[config.mk]
export PLATFORM = sky130hd
export DESIGN_NAME = omwc_top
export DESIGN_NICKNAME = d
export VERILOG_FILES = /design/src/rtl/omwc_pkg.sv /design/src/rtl/omwc_top.sv
export SDC_FILE = /design/constraint.sdc
export NUM_CORES = 1
export LEC_CHECK = 0
export ABC_CLOCK_PERIOD_IN_PS = 4530
export BUFFER_PORTS_ARGS = -buffer_cell sky130_fd_sc_hd__buf_2
export CAP_MARGIN = 25
export CELL_PAD_IN_SITES_DETAIL_PLACEMENT = 0
export CELL_PAD_IN_SITES_GLOBAL_PLACEMENT = 1
export CORE_UTILIZATION = 43
export CTS_CLUSTER_SIZE = 28
export DETAILED_ROUTE_END_ITERATION = 7
export HOLD_SLACK_MARGIN = 0.08
export PLACE_DENSITY_LB_ADDON = 0.12
export SLEW_MARGIN = 5
export SYNTH_ARGS = -nofsm -noshare
export SYNTH_HDL_FRONTEND = slang
export SYNTH_SLANG_ARGS = --single-unit
[constraint.sdc]
create_clock -name i_clk -period 4.53 [get_ports i_clk]
set_input_delay 0.906 -clock i_clk [delete_from_list [all_inputs] [get_ports i_clk]]
set_output_delay 0.906 -clock i_clk [all_outputs]
set_load 0.02 [all_outputs]
[src/rtl/omwc_pkg.sv]
// Purpose: constants and types for the operating mode and wakeup controller
// Assumes: one 50 MHz clock, AXI4-Lite register access
// Notes: offsets are byte addresses
package omwc_pkg;
   // ------------------------------------------------------------
   // register map
   // ------------------------------------------------------------
   localparam logic [7:0] ADDR_P1WAKE = 8'hc0;
   localparam logic [7:0] ADDR_OSCMODE = 8'hca;
   localparam logic [7:0] ADDR_STATUS = 8'hd0;
   localparam logic [7:0] P1WAKE_RST = 8'h00;
   // oscillator mode register fields
   localparam int BIT_HOSC_STOP = 1;
   localparam int BIT_SLOW_SEL = 2;
   localparam int BIT_SLEEP_REQ = 3;
   localparam int BIT_GREEN_REQ = 4;
   localparam logic [1:0] CPUM_NORMAL = 2'h0;
   localparam logic [1:0] CPUM_SLEEP = 2'h1;
   localparam logic [1:0] CPUM_GREEN = 2'h2;
   // ------------------------------------------------------------
   // timing
   // ------------------------------------------------------------
   localparam int SETTLE_HOSC_CYCLES = 2048;
   localparam int SLOW_DIV = 4;
   localparam logic [1:0] AXI_OKAY = 2'h0;
   localparam logic [1:0] AXI_SLVERR = 2'h2;

   typedef enum logic [2:0] {ST_NORMAL, ST_SLOW, ST_GREEN, ST_SLEEP, ST_SETTLE} omwc_mode_t;

   typedef struct packed {
      logic [7:0] awaddr;
      logic aw_hold;
      logic [31:0] wdata;
      logic [3:0] wstrb;
      logic w_hold;
      logic bvalid;
      logic [1:0] bresp;
      logic rvalid;
      logic [31:0] rdata;
      logic [1:0] rresp;
      logic awready;
      logic wready;
      logic arready;
   } omwc_bus_t;

   typedef struct packed {
      omwc_bus_t bus;
      omwc_mode_t mode;
      logic green_from_slow;
      logic [1:0] cpum;
      logic slow_sel;
      logic hosc_stop;
      logic [7:0] p1_wake_en;
      logic [7:0] p0_snap;
      logic [7:0] p1_snap;
      logic [11:0] settle_cnt;
      logic [1:0] div_cnt;
      logic cpu_run;
      logic cpu_tick;
      logic hosc_en;
      logic lrc_en;
      logic wake_pulse;
      logic slow_clk;
   } omwc_state_t;
endpackage : omwc_pkg

[src/rtl/omwc_top.sv]
// Purpose: operating mode sequencer and wakeup controller
// Assumes: pins synchronous to i_clk, i_hosc_tick marks one high oscillator cycle
// Notes: registers over AXI4-Lite; port-1 wake enable is write only
// ------------------------------------------------------------
// Summary of operation
// RULE1: cpu run halted in power-down and green until wakeup or reset
// RULE2: wake sources are port 0 and port 1 level changes and timer zero overflow
// RULE3: power-down wakes only to normal, only on pin change; overflow ignored
// RULE4: green returns to the mode, normal or slow, active before it
// RULE5: power-down wakeup counts 2048 high oscillator cycles before normal mode
// RULE6: green wakeup resumes immediately with no settle count
// RULE7: port 0 always wakes; port 1 pins wake only when enabled
// RULE8: eight port-1 enable bits, 1 enables a pin, cleared at reset
// RULE9: writing sleep request 1 from normal or slow enters power-down
// RULE10: writing slow select 1 in normal switches to slow mode
// RULE11: writing slow select 0 in slow returns to normal mode
// RULE12: writing green request 1 from normal or slow enters green
// RULE13: firmware restarts high oscillator and waits 20ms before leaving slow
// RULE14: in green, timer overflow wakes only when timer run enable is set
// RULE15: without timer wake in green only pins and reset wake
// RULE16: mode field 00 normal, 01 power-down, 10 green, 11 reserved; resets 00
// RULE17: high oscillator stop bit stops high oscillator, low rc keeps running
// RULE18: slow mode instruction tick is low rc clock divided by four
// RULE19: pin change found by comparing pins with values latched at mode entry
// RULE20: any wakeup clears the mode field back to normal
// ------------------------------------------------------------
//
// Implementation choice: register access over AXI4-Lite.
`timescale 1ns/100ps
`default_nettype none
module omwc_top #(
   parameter int SETTLE_CYCLES = omwc_pkg::SETTLE_HOSC_CYCLES
) (
   input wire logic i_clk,
   input wire logic i_rst,
   input wire logic i_ce,
   input wire logic [7:0] i_awaddr,
   input wire logic i_awvalid,
   output logic o_awready,
   input wire logic [31:0] i_wdata,
   input wire logic [3:0] i_wstrb,
   input wire logic i_wvalid,
   output logic o_wready,
   output logic o_bvalid,
   output logic [1:0] o_bresp,
   input wire logic i_bready,
   input wire logic [7:0] i_araddr,
   input wire logic i_arvalid,
   output logic o_arready,
   output logic [31:0] o_rdata,
   output logic [1:0] o_rresp,
   output logic o_rvalid,
   input wire logic i_rready,
   input wire logic [7:0] i_port0,
   input wire logic [7:0] i_port1,
   input wire logic i_timer0_ovf,
   input wire logic i_timer0_run_en,
   input wire logic i_hosc_tick,
   input wire logic i_lrc_tick,
   output logic o_cpu_run,
   output logic o_cpu_tick_slow,
   output logic o_hosc_en,
   output logic o_lrc_en,
   output logic o_slow_clk_sel,
   output logic o_wake_pulse
);
   omwc_pkg::omwc_state_t s_ff, nxt_s;
   logic [11:0] settle_last;
   assign settle_last = 12'(SETTLE_CYCLES - 1);

   function automatic logic [31:0] read_word(input logic [7:0] a, input omwc_pkg::omwc_state_t s);
      logic [31:0] r;
      r = 32'h0;
      if (a == omwc_pkg::ADDR_OSCMODE) begin
         r[omwc_pkg::BIT_GREEN_REQ] = s.cpum[1];
         r[omwc_pkg::BIT_SLEEP_REQ] = s.cpum[0];
         r[omwc_pkg::BIT_SLOW_SEL] = s.slow_sel;
         r[omwc_pkg::BIT_HOSC_STOP] = s.hosc_stop;
      end else if (a == omwc_pkg::ADDR_STATUS) begin
         r[2:0] = s.mode;
         r[3] = s.cpu_run;
      end
      return r;
   endfunction

   // ------------------------------------------------------------
   // next state
   // ------------------------------------------------------------
   always_comb begin
      logic wr_go;
      logic [31:0] wd;
      logic pin_chg;
      logic wake_green;
      wr_go = 1'b0;
      wd = 32'h0;
      pin_chg = 1'b0;
      wake_green = 1'b0;
      nxt_s = s_ff;
      nxt_s.wake_pulse = 1'b0;
      // bus: address and data captured in either order
      if (i_awvalid && !s_ff.bus.aw_hold) begin
         nxt_s.bus.awaddr = i_awaddr;
         nxt_s.bus.aw_hold = 1'b1;
      end
      if (i_wvalid && !s_ff.bus.w_hold) begin
         nxt_s.bus.wdata = i_wdata;
         nxt_s.bus.wstrb = i_wstrb;
         nxt_s.bus.w_hold = 1'b1;
      end
      if (s_ff.bus.bvalid && i_bready) begin
         nxt_s.bus.bvalid = 1'b0;
      end
      if (s_ff.bus.aw_hold && s_ff.bus.w_hold && !s_ff.bus.bvalid) begin
         wr_go = s_ff.bus.wstrb[0];
         wd = s_ff.bus.wdata;
         nxt_s.bus.aw_hold = 1'b0;
         nxt_s.bus.w_hold = 1'b0;
         nxt_s.bus.bvalid = 1'b1;
         nxt_s.bus.bresp = omwc_pkg::AXI_OKAY;
         if (s_ff.bus.awaddr != omwc_pkg::ADDR_P1WAKE && s_ff.bus.awaddr != omwc_pkg::ADDR_OSCMODE) begin
            nxt_s.bus.bresp = omwc_pkg::AXI_SLVERR;
            wr_go = 1'b0;
         end
      end
      if (s_ff.bus.rvalid && i_rready) begin
         nxt_s.bus.rvalid = 1'b0;
      end
      if (i_arvalid && !s_ff.bus.rvalid) begin
         nxt_s.bus.rvalid = 1'b1;
         nxt_s.bus.rdata = read_word(i_araddr, s_ff);
         nxt_s.bus.rresp = (i_araddr == omwc_pkg::ADDR_OSCMODE || i_araddr == omwc_pkg::ADDR_STATUS ||
                            i_araddr == omwc_pkg::ADDR_P1WAKE) ? omwc_pkg::AXI_OKAY : omwc_pkg::AXI_SLVERR;
      end
      // readies kept in flops so that every output leaves a register
      nxt_s.bus.awready = !nxt_s.bus.aw_hold;
      nxt_s.bus.wready = !nxt_s.bus.w_hold;
      nxt_s.bus.arready = !nxt_s.bus.rvalid;
      // register writes
      if (wr_go && s_ff.bus.awaddr == omwc_pkg::ADDR_P1WAKE) begin
         nxt_s.p1_wake_en = wd[7:0]; // RULE8
      end
      if (wr_go && s_ff.bus.awaddr == omwc_pkg::ADDR_OSCMODE) begin
         nxt_s.hosc_stop = wd[omwc_pkg::BIT_HOSC_STOP]; // RULE17
         nxt_s.slow_sel = wd[omwc_pkg::BIT_SLOW_SEL];
         nxt_s.cpum = {wd[omwc_pkg::BIT_GREEN_REQ], wd[omwc_pkg::BIT_SLEEP_REQ]}; // RULE16
      end
      // wake detection against snapshots
      pin_chg = (i_port0 != s_ff.p0_snap) || |((i_port1 ^ s_ff.p1_snap) & s_ff.p1_wake_en); // RULE7 RULE19
      wake_green = pin_chg || (i_timer0_ovf && i_timer0_run_en); // RULE2 RULE14 RULE15
      // mode machine
      case (s_ff.mode)
         omwc_pkg::ST_NORMAL, omwc_pkg::ST_SLOW: begin
            // snapshot retaken every running cycle, so only a change after entry wakes
            nxt_s.p0_snap = i_port0;
            nxt_s.p1_snap = i_port1;
            if (nxt_s.cpum == omwc_pkg::CPUM_SLEEP) begin
               nxt_s.mode = omwc_pkg::ST_SLEEP; // RULE9
            end else if (nxt_s.cpum == omwc_pkg::CPUM_GREEN) begin
               nxt_s.mode = omwc_pkg::ST_GREEN; // RULE12
               nxt_s.green_from_slow = (s_ff.mode == omwc_pkg::ST_SLOW);
            end else if (s_ff.mode == omwc_pkg::ST_NORMAL && nxt_s.slow_sel) begin
               nxt_s.mode = omwc_pkg::ST_SLOW; // RULE10
            end else if (s_ff.mode == omwc_pkg::ST_SLOW && !nxt_s.slow_sel) begin
               nxt_s.mode = omwc_pkg::ST_NORMAL; // RULE11 RULE13
            end
         end
         omwc_pkg::ST_GREEN: begin
            if (wake_green) begin
               // clocks kept running, so no settle count
               nxt_s.mode = s_ff.green_from_slow ? omwc_pkg::ST_SLOW : omwc_pkg::ST_NORMAL; // RULE4 RULE6
               nxt_s.cpum = omwc_pkg::CPUM_NORMAL; // RULE20
               nxt_s.wake_pulse = 1'b1;
            end
         end
         omwc_pkg::ST_SLEEP: begin
            if (pin_chg) begin
               nxt_s.mode = omwc_pkg::ST_SETTLE; // RULE3
               nxt_s.settle_cnt = 12'h0;
               nxt_s.cpum = omwc_pkg::CPUM_NORMAL; // RULE20
               nxt_s.slow_sel = 1'b0;
               nxt_s.hosc_stop = 1'b0;
               nxt_s.wake_pulse = 1'b1;
            end
         end
         omwc_pkg::ST_SETTLE: begin
            // a stopped oscillator gives no ticks, so the count waits on real cycles
            if (i_hosc_tick) begin
               if (s_ff.settle_cnt == settle_last) begin
                  nxt_s.mode = omwc_pkg::ST_NORMAL; // RULE5
               end else begin
                  nxt_s.settle_cnt = s_ff.settle_cnt + 12'h1;
               end
            end
         end
         default: nxt_s.mode = omwc_pkg::ST_NORMAL;
      endcase
      // instruction tick in slow mode: low rc divided by four
      nxt_s.cpu_tick = 1'b0;
      if (nxt_s.mode == omwc_pkg::ST_SLOW && i_lrc_tick) begin
         nxt_s.div_cnt = s_ff.div_cnt + 2'h1;
         nxt_s.cpu_tick = (s_ff.div_cnt == 2'(omwc_pkg::SLOW_DIV - 1)); // RULE18
      end
      nxt_s.cpu_run = (nxt_s.mode == omwc_pkg::ST_NORMAL || nxt_s.mode == omwc_pkg::ST_SLOW); // RULE1
      nxt_s.hosc_en = (nxt_s.mode != omwc_pkg::ST_SLEEP) && !nxt_s.hosc_stop; // RULE17
      nxt_s.lrc_en = (nxt_s.mode != omwc_pkg::ST_SLEEP);
      nxt_s.slow_clk = (nxt_s.mode == omwc_pkg::ST_SLOW); // RULE10 RULE11
   end

   // ------------------------------------------------------------
   // state register
   // ------------------------------------------------------------
   always_ff @(posedge i_clk or posedge i_rst) begin
      if (i_rst) begin
         s_ff <= '0;
         s_ff.mode <= omwc_pkg::ST_NORMAL;
         s_ff.p1_wake_en <= omwc_pkg::P1WAKE_RST;
         s_ff.cpu_run <= 1'b1;
         s_ff.hosc_en <= 1'b1;
         s_ff.lrc_en <= 1'b1;
         s_ff.bus.awready <= 1'b1;
         s_ff.bus.wready <= 1'b1;
         s_ff.bus.arready <= 1'b1;
      end else if (i_ce) begin
         s_ff <= nxt_s;
      end
   end

   // ------------------------------------------------------------
   // outputs, each straight from the state register
   // ------------------------------------------------------------
   assign o_awready = s_ff.bus.awready;
   assign o_wready = s_ff.bus.wready;
   assign o_bvalid = s_ff.bus.bvalid;
   assign o_bresp = s_ff.bus.bresp;
   assign o_arready = s_ff.bus.arready;
   assign o_rvalid = s_ff.bus.rvalid;
   assign o_rdata = s_ff.bus.rdata;
   assign o_rresp = s_ff.bus.rresp;
   assign o_cpu_run = s_ff.cpu_run;
   assign o_cpu_tick_slow = s_ff.cpu_tick;
   assign o_hosc_en = s_ff.hosc_en;
   assign o_lrc_en = s_ff.lrc_en;
   assign o_slow_clk_sel = s_ff.slow_clk;
   assign o_wake_pulse = s_ff.wake_pulse;
endmodule // omwc_top
`default_nettype wire

Yosys cells after proc, flatten, opt, wreduce, memory -nomap -nowiden
Cells that the tools add are included.
- word-level logic and storage cells: 139
- bits in registers: 85
- output and inout port bits: 47
- add/sub/neg operators: 2
- reductions and logical operators: 45
- mux-type cells: 39
- equal/unequal tests: 21
- bitwise operators: 3
- operator list (kind ; number):
    $eq 8x8->1 const B ; 5
    $mux 12 ; 3
    $mux 35 ; 1
    $mux 3 ; 9
    $pmux 12 s2 ; 1
    $mux 4 ; 4
    $ne 8x8->1 const B ; 2
    $reduce_and 2->1 ; 8
    $logic_and 1x1->1 ; 15
    $mux 1 ; 13
    $add 12x1->12 const B ; 1
    $eq 12x11->1 const B ; 1
    $pmux 3 s4 ; 1
    $logic_not 1->1 ; 9
    $and 8x8->8 ; 1
    $mux 2 ; 4
    $mux 8 ; 1
    $ne 8x8->1 ; 1
    $reduce_or 8->1 ; 1
    $xor 8x8->8 ; 1
    $eq 3x1->1 const B ; 2
    $eq 3x2->1 const B ; 2
    $logic_not 3->1 ; 2
    $ne 2x2->1 const B ; 3
    other kinds (13) ; 19

Longest topological paths before layout
- word-level depth: 16
- mapped depth: 9
- depth with buffers taken out: 8

Worst setup path after synthesis
No wires, ideal clock.
- path type: input port to flip-flop
- start point: input i_port1[2]
- end point: register s_ff[7] (netlist name)
- slack: 1.912 ns
- data arrival time: 2.493 ns
- setup time: 0.125 ns
- cell stages on the path: 7
- cell sequence: xor2_1 > a22o_1 > a221oi_2 > a31oi_1 > a211oi_2 > nand4_4 > mux2_4
- longest elaborated chain between the ends: 10
- ends and longest elaborated chain (item ; line ; RTL):
    from (decl) ; omwc_top.sv:55 ; input wire logic [7:0] i_port1,
    $xor 8x8->8 (*) ; omwc_top.sv:148 ; pin_chg = (i_port0 != s_ff.p0_snap) || |((i_port1 ^ s_ff.p1_snap) & s_ff.p1_wake_en);
    $and 8x8->8 (*) ; omwc_top.sv:148 ;
    $reduce_or 8->1 (*) ; omwc_top.sv:148 ;
    $logic_or 1x1->1 (*) ; omwc_top.sv:148 ;
    $logic_or 1x1->1 ; omwc_top.sv:149 ; wake_green = pin_chg || (i_timer0_ovf && i_timer0_run_en);
    $mux 3 ; omwc_top.sv:168 ; if (wake_green) begin
    $pmux 3 s4 (*) ; omwc_top.sv:151 ; case (s_ff.mode)
    $eq 3x1->1 (*) ; omwc_top.sv:199 ; if (nxt_s.mode == omwc_pkg::ST_SLOW && i_lrc_tick) begin
    $logic_and 1x1->1 (*) ; omwc_top.sv:199 ;
    $reduce_and 2->1 (no line) (*) ; - ;
    to (signal assigned) ; omwc_top.sv:224 ; s_ff <= nxt_s;
    to (decl) ; omwc_top.sv:67 ; omwc_pkg::omwc_state_t s_ff, nxt_s;
Mark *: on every way between the ends. The rest lies on a longest branch, timed or not.
A chain may end at the register's enable or synchronous reset.

Worst setup path after layout
- start point: input i_port1[5]
- end point: register s_ff[16] (netlist name)
- longest elaborated chain between the ends: 6
- ends and longest elaborated chain (item ; line):
    $xor 8x8->8 ; omwc_top.sv:148
    $and 8x8->8 ; omwc_top.sv:148
    $reduce_or 8->1 ; omwc_top.sv:148
    $logic_or 1x1->1 ; omwc_top.sv:148
    $ne 2x2->1 (no line) ; -
    $reduce_and 5->1 (no line) ; -
No other way between the ends.

==> reports/qor.yml <==
power_and_ir_drop:
  power_frac_seq_pct: 50.9
  leakage_nw: 2.18
  total_power_w: 0.00207
  internal_power_w: 0.00142
  p_per_area_mw_per_mm2: 434
  clkPwrFrac_pct: 26.6
  pwr-share-comb_pct: 22.6
  ir_drop_v: 0.000214
  p_sw_share_pct: 31.3
  p_switching_w: 0.000646
floorplan:
  die_area_mm2: 0.0102
  die_x_um: 101
  dieHeight_um: 101
  ios: 127
  start_util_pct: 45.0
  core_mm2: 0.00937
  num_rows: 35
drt:
  vias_per_cell: 4.97
  routed-via-count: 2861
  drt-total-wl_mm: 7.73
  first_iter_violations: 143
  ant_nets: 0
  drt_pass1_iterations: 4
  drcViolationCount: 0
  routedWlPerCell_um: 13.4
clocking:
  cts_max_level: 3
  cts_tree: "yes"
  holdBufCountCts: 0
  clock_sinks: 83
  numCtsBuffers: 9
  clock_latency_ns: 0.36
  cts_repair_resize_count: 0
  root_buffer: "clkbuf_8"
  path_clk_slew_ns: 0.09
  clockBufferDepth: 2
  cts_setup_buffers: 0
layout:
  n_fill_cell: 901
  drive_gt1_share_pct: 34.9
  antenna_cells: 0
  post-route-util_pct: 50.8
  seqCellArea_mm2: 0.00208
  multi_input_area_mm2: 0.00188
  finalNetCount: 524
  area_growth_pct: 12.9
  largest_reg_flops: 65
  regMostFlops: "s_ff"
global_route:
  grt.overflow.total: 0
  grt_pass1_wl_mm: 13.3
  grt.total_usage_pct: 16.8
  grt_max_degree: 54
  grt_pass1_vias: 2767
  antenna_found_initial: 0
synth:
  synth-edff-count: 0
  synth_cells: 374
  yosys-top-cells-area: "dfrtp_1 (46%), mux2_2 (12%), buf_4 (6.4%)"
  yosys_warnings: 0
  post-synth-top-count-cell: "dfrtp_1"
  async_reset_ff_share_pct: 100
  synth_top_area_share_pct: 45.7
  synthesis.area_mm2: 0.00421
  synth_top_cells_by_count: "dfrtp_1 (77), mux2_2 (44), buf_4 (36)"
  ys_seq_area_share_pct: 49.5
  ys_seq_elements: 83
  ys.flop_type: "dfrtp_1"
  yosysTopAreaCell: "dfrtp_1"
  ys_types: 61
  avgSynthCellArea_um2: 11.3
timing:
  rsz0062_at_grt: "false"
  drv_slew: 0
  post-route-period-util_pct: 59.9
  setup_violations: 0
  worst_clock_skew_ns: 0.0168
  fmax_mhz: 369
  maxSlewHeadroom_pct: 39.8
  tightest_slew_ns: 0.903
  min_period_ns: 2.71
  final_hold_viol_count: 0
  fin_tns_setup_ns: 0
  setup_ws_ns: 1.82
placement:
  hpwl_mm: 5.64
  place_congestion: 0.733
  detailedPlace.worstSlack_ns: 1.44
  numPortBuffers: 70
run:
  maxCapViolations: 0
status:
  outcome: "finished clean"
setup_path:
  worstPathRequired_ns: 4.78
  path_class: "in -> reg"
  critPathMaxFanout: 14
  crit_path_end_kind: "register"
  crit_arrival_ns: 2.96
  reg2regPathDepth: 7
  crit_path_start_kind: "primary input"
min_path:
  hp-class: "reg -> reg"
  holdPathStages: 1
path summary, 6_finish.rpt:
path	endpoint	slack [ns]	startpoint
worst min register to register	s_ff[6]	0.48	s_ff[6]
worst max-delay path	s_ff[16]	1.82	i_port1[5]
max in group asynchronous	o_cpu_run	2.87	i_rst
worst max register to register	s_ff[7]	2.02	s_ff[131]
worst min-delay path	s_ff[6]	0.48	s_ff[6]
min in group asynchronous	s_ff[35]	0.70	i_rst
metal layers:
metal / vias up / track usage, % / share of wire (%)
li1: 1407 / - / -
met5: - / 0 / 0
met4: 0 / 6.02 / 0.82
met3: 6 / 3.74 / 4.7
met1: 1372 / 23.7 / 51
met2: 76 / 25.3 / 43
through the flow:
step	cell area [um2]	hold slack (ns)	std cells
3_3_place_gp	4550	0.465	560
4_1_cts	4760	0.490	576
3_5_place_dp	4550	0.474	560
5_1_grt	4760	0.501	576
6_report	4760	0.484	576
2_1_floorplan	4320	0.451	402
power by group through the flow:
stage	Sequential, W	Combinational (W)	Clock, W
floorplan	0.00105	0.000378	0
global placement	0.00106	0.000464	0
detailed placement	0.00107	0.000473	0
CTS	0.00105	0.000475	0.000568
global route	0.00108	0.000525	0.000598
finish	0.00105	0.000466	0.000549
final cells by class:
cell class | instances | share of cell area [%]
Inverter | 11 | 0.894
Clock inverter | 7 | 1.74
Multi-Input combinational cell | 263 | 39.6
Timing Repair Buffer | 74 | 7.99
Clock buffer | 9 | 2.60
Sequential cell | 83 | 43.8
Tap cell | 129 | 3.39
cell families (layout without fill, tap and decap cells):
family | count (synthesis) | in the layout | share of synthesized area [%]
adder cells (fa/ha/maj) | 4 | 4 | 1.07
flip-flops | 83 | 83 | 49.5
other | 1 | 29 | 0.0890
multiplexers | 46 | 46 | 12.4
buffers and inverters | 56 | 101 | 8.31
AO/OA/AOI/OAI | 67 | 67 | 11.4
XOR/XNOR | 20 | 20 | 4.16
AND/OR/NAND/NOR | 97 | 97 | 13.1
layout by cell type, fill, tap and decap left out, drive strengths merged, types with 3 or more instances in the layout:
cell type / instances
a21oi: 6
a222oi: 3
a22o: 4
a31oi: 6
and2: 3
and3: 6
buf: 74
clkbuf: 9
clkinv: 3
conb: 29
dfrtp: 77
dfstp: 6
inv: 12
mux2: 45
nand2: 23
nand3: 10
nand3b: 5
nand4: 6
nor2: 27
nor3: 3
o21ai: 22
o31ai: 7
o41ai: 3
or2: 4
xnor2: 11
xor2: 9
critical path, stage by stage:
cell     delay, ns
buf_2         0.09
xor2_1        0.15
a22oi_1       0.11
and3_1        0.19
a31oi_1       0.47
o21ai_1       0.15
buf_4         0.20
or2_1         0.38
o41ai_1       0.30
(Power assumes the default switching activity.)
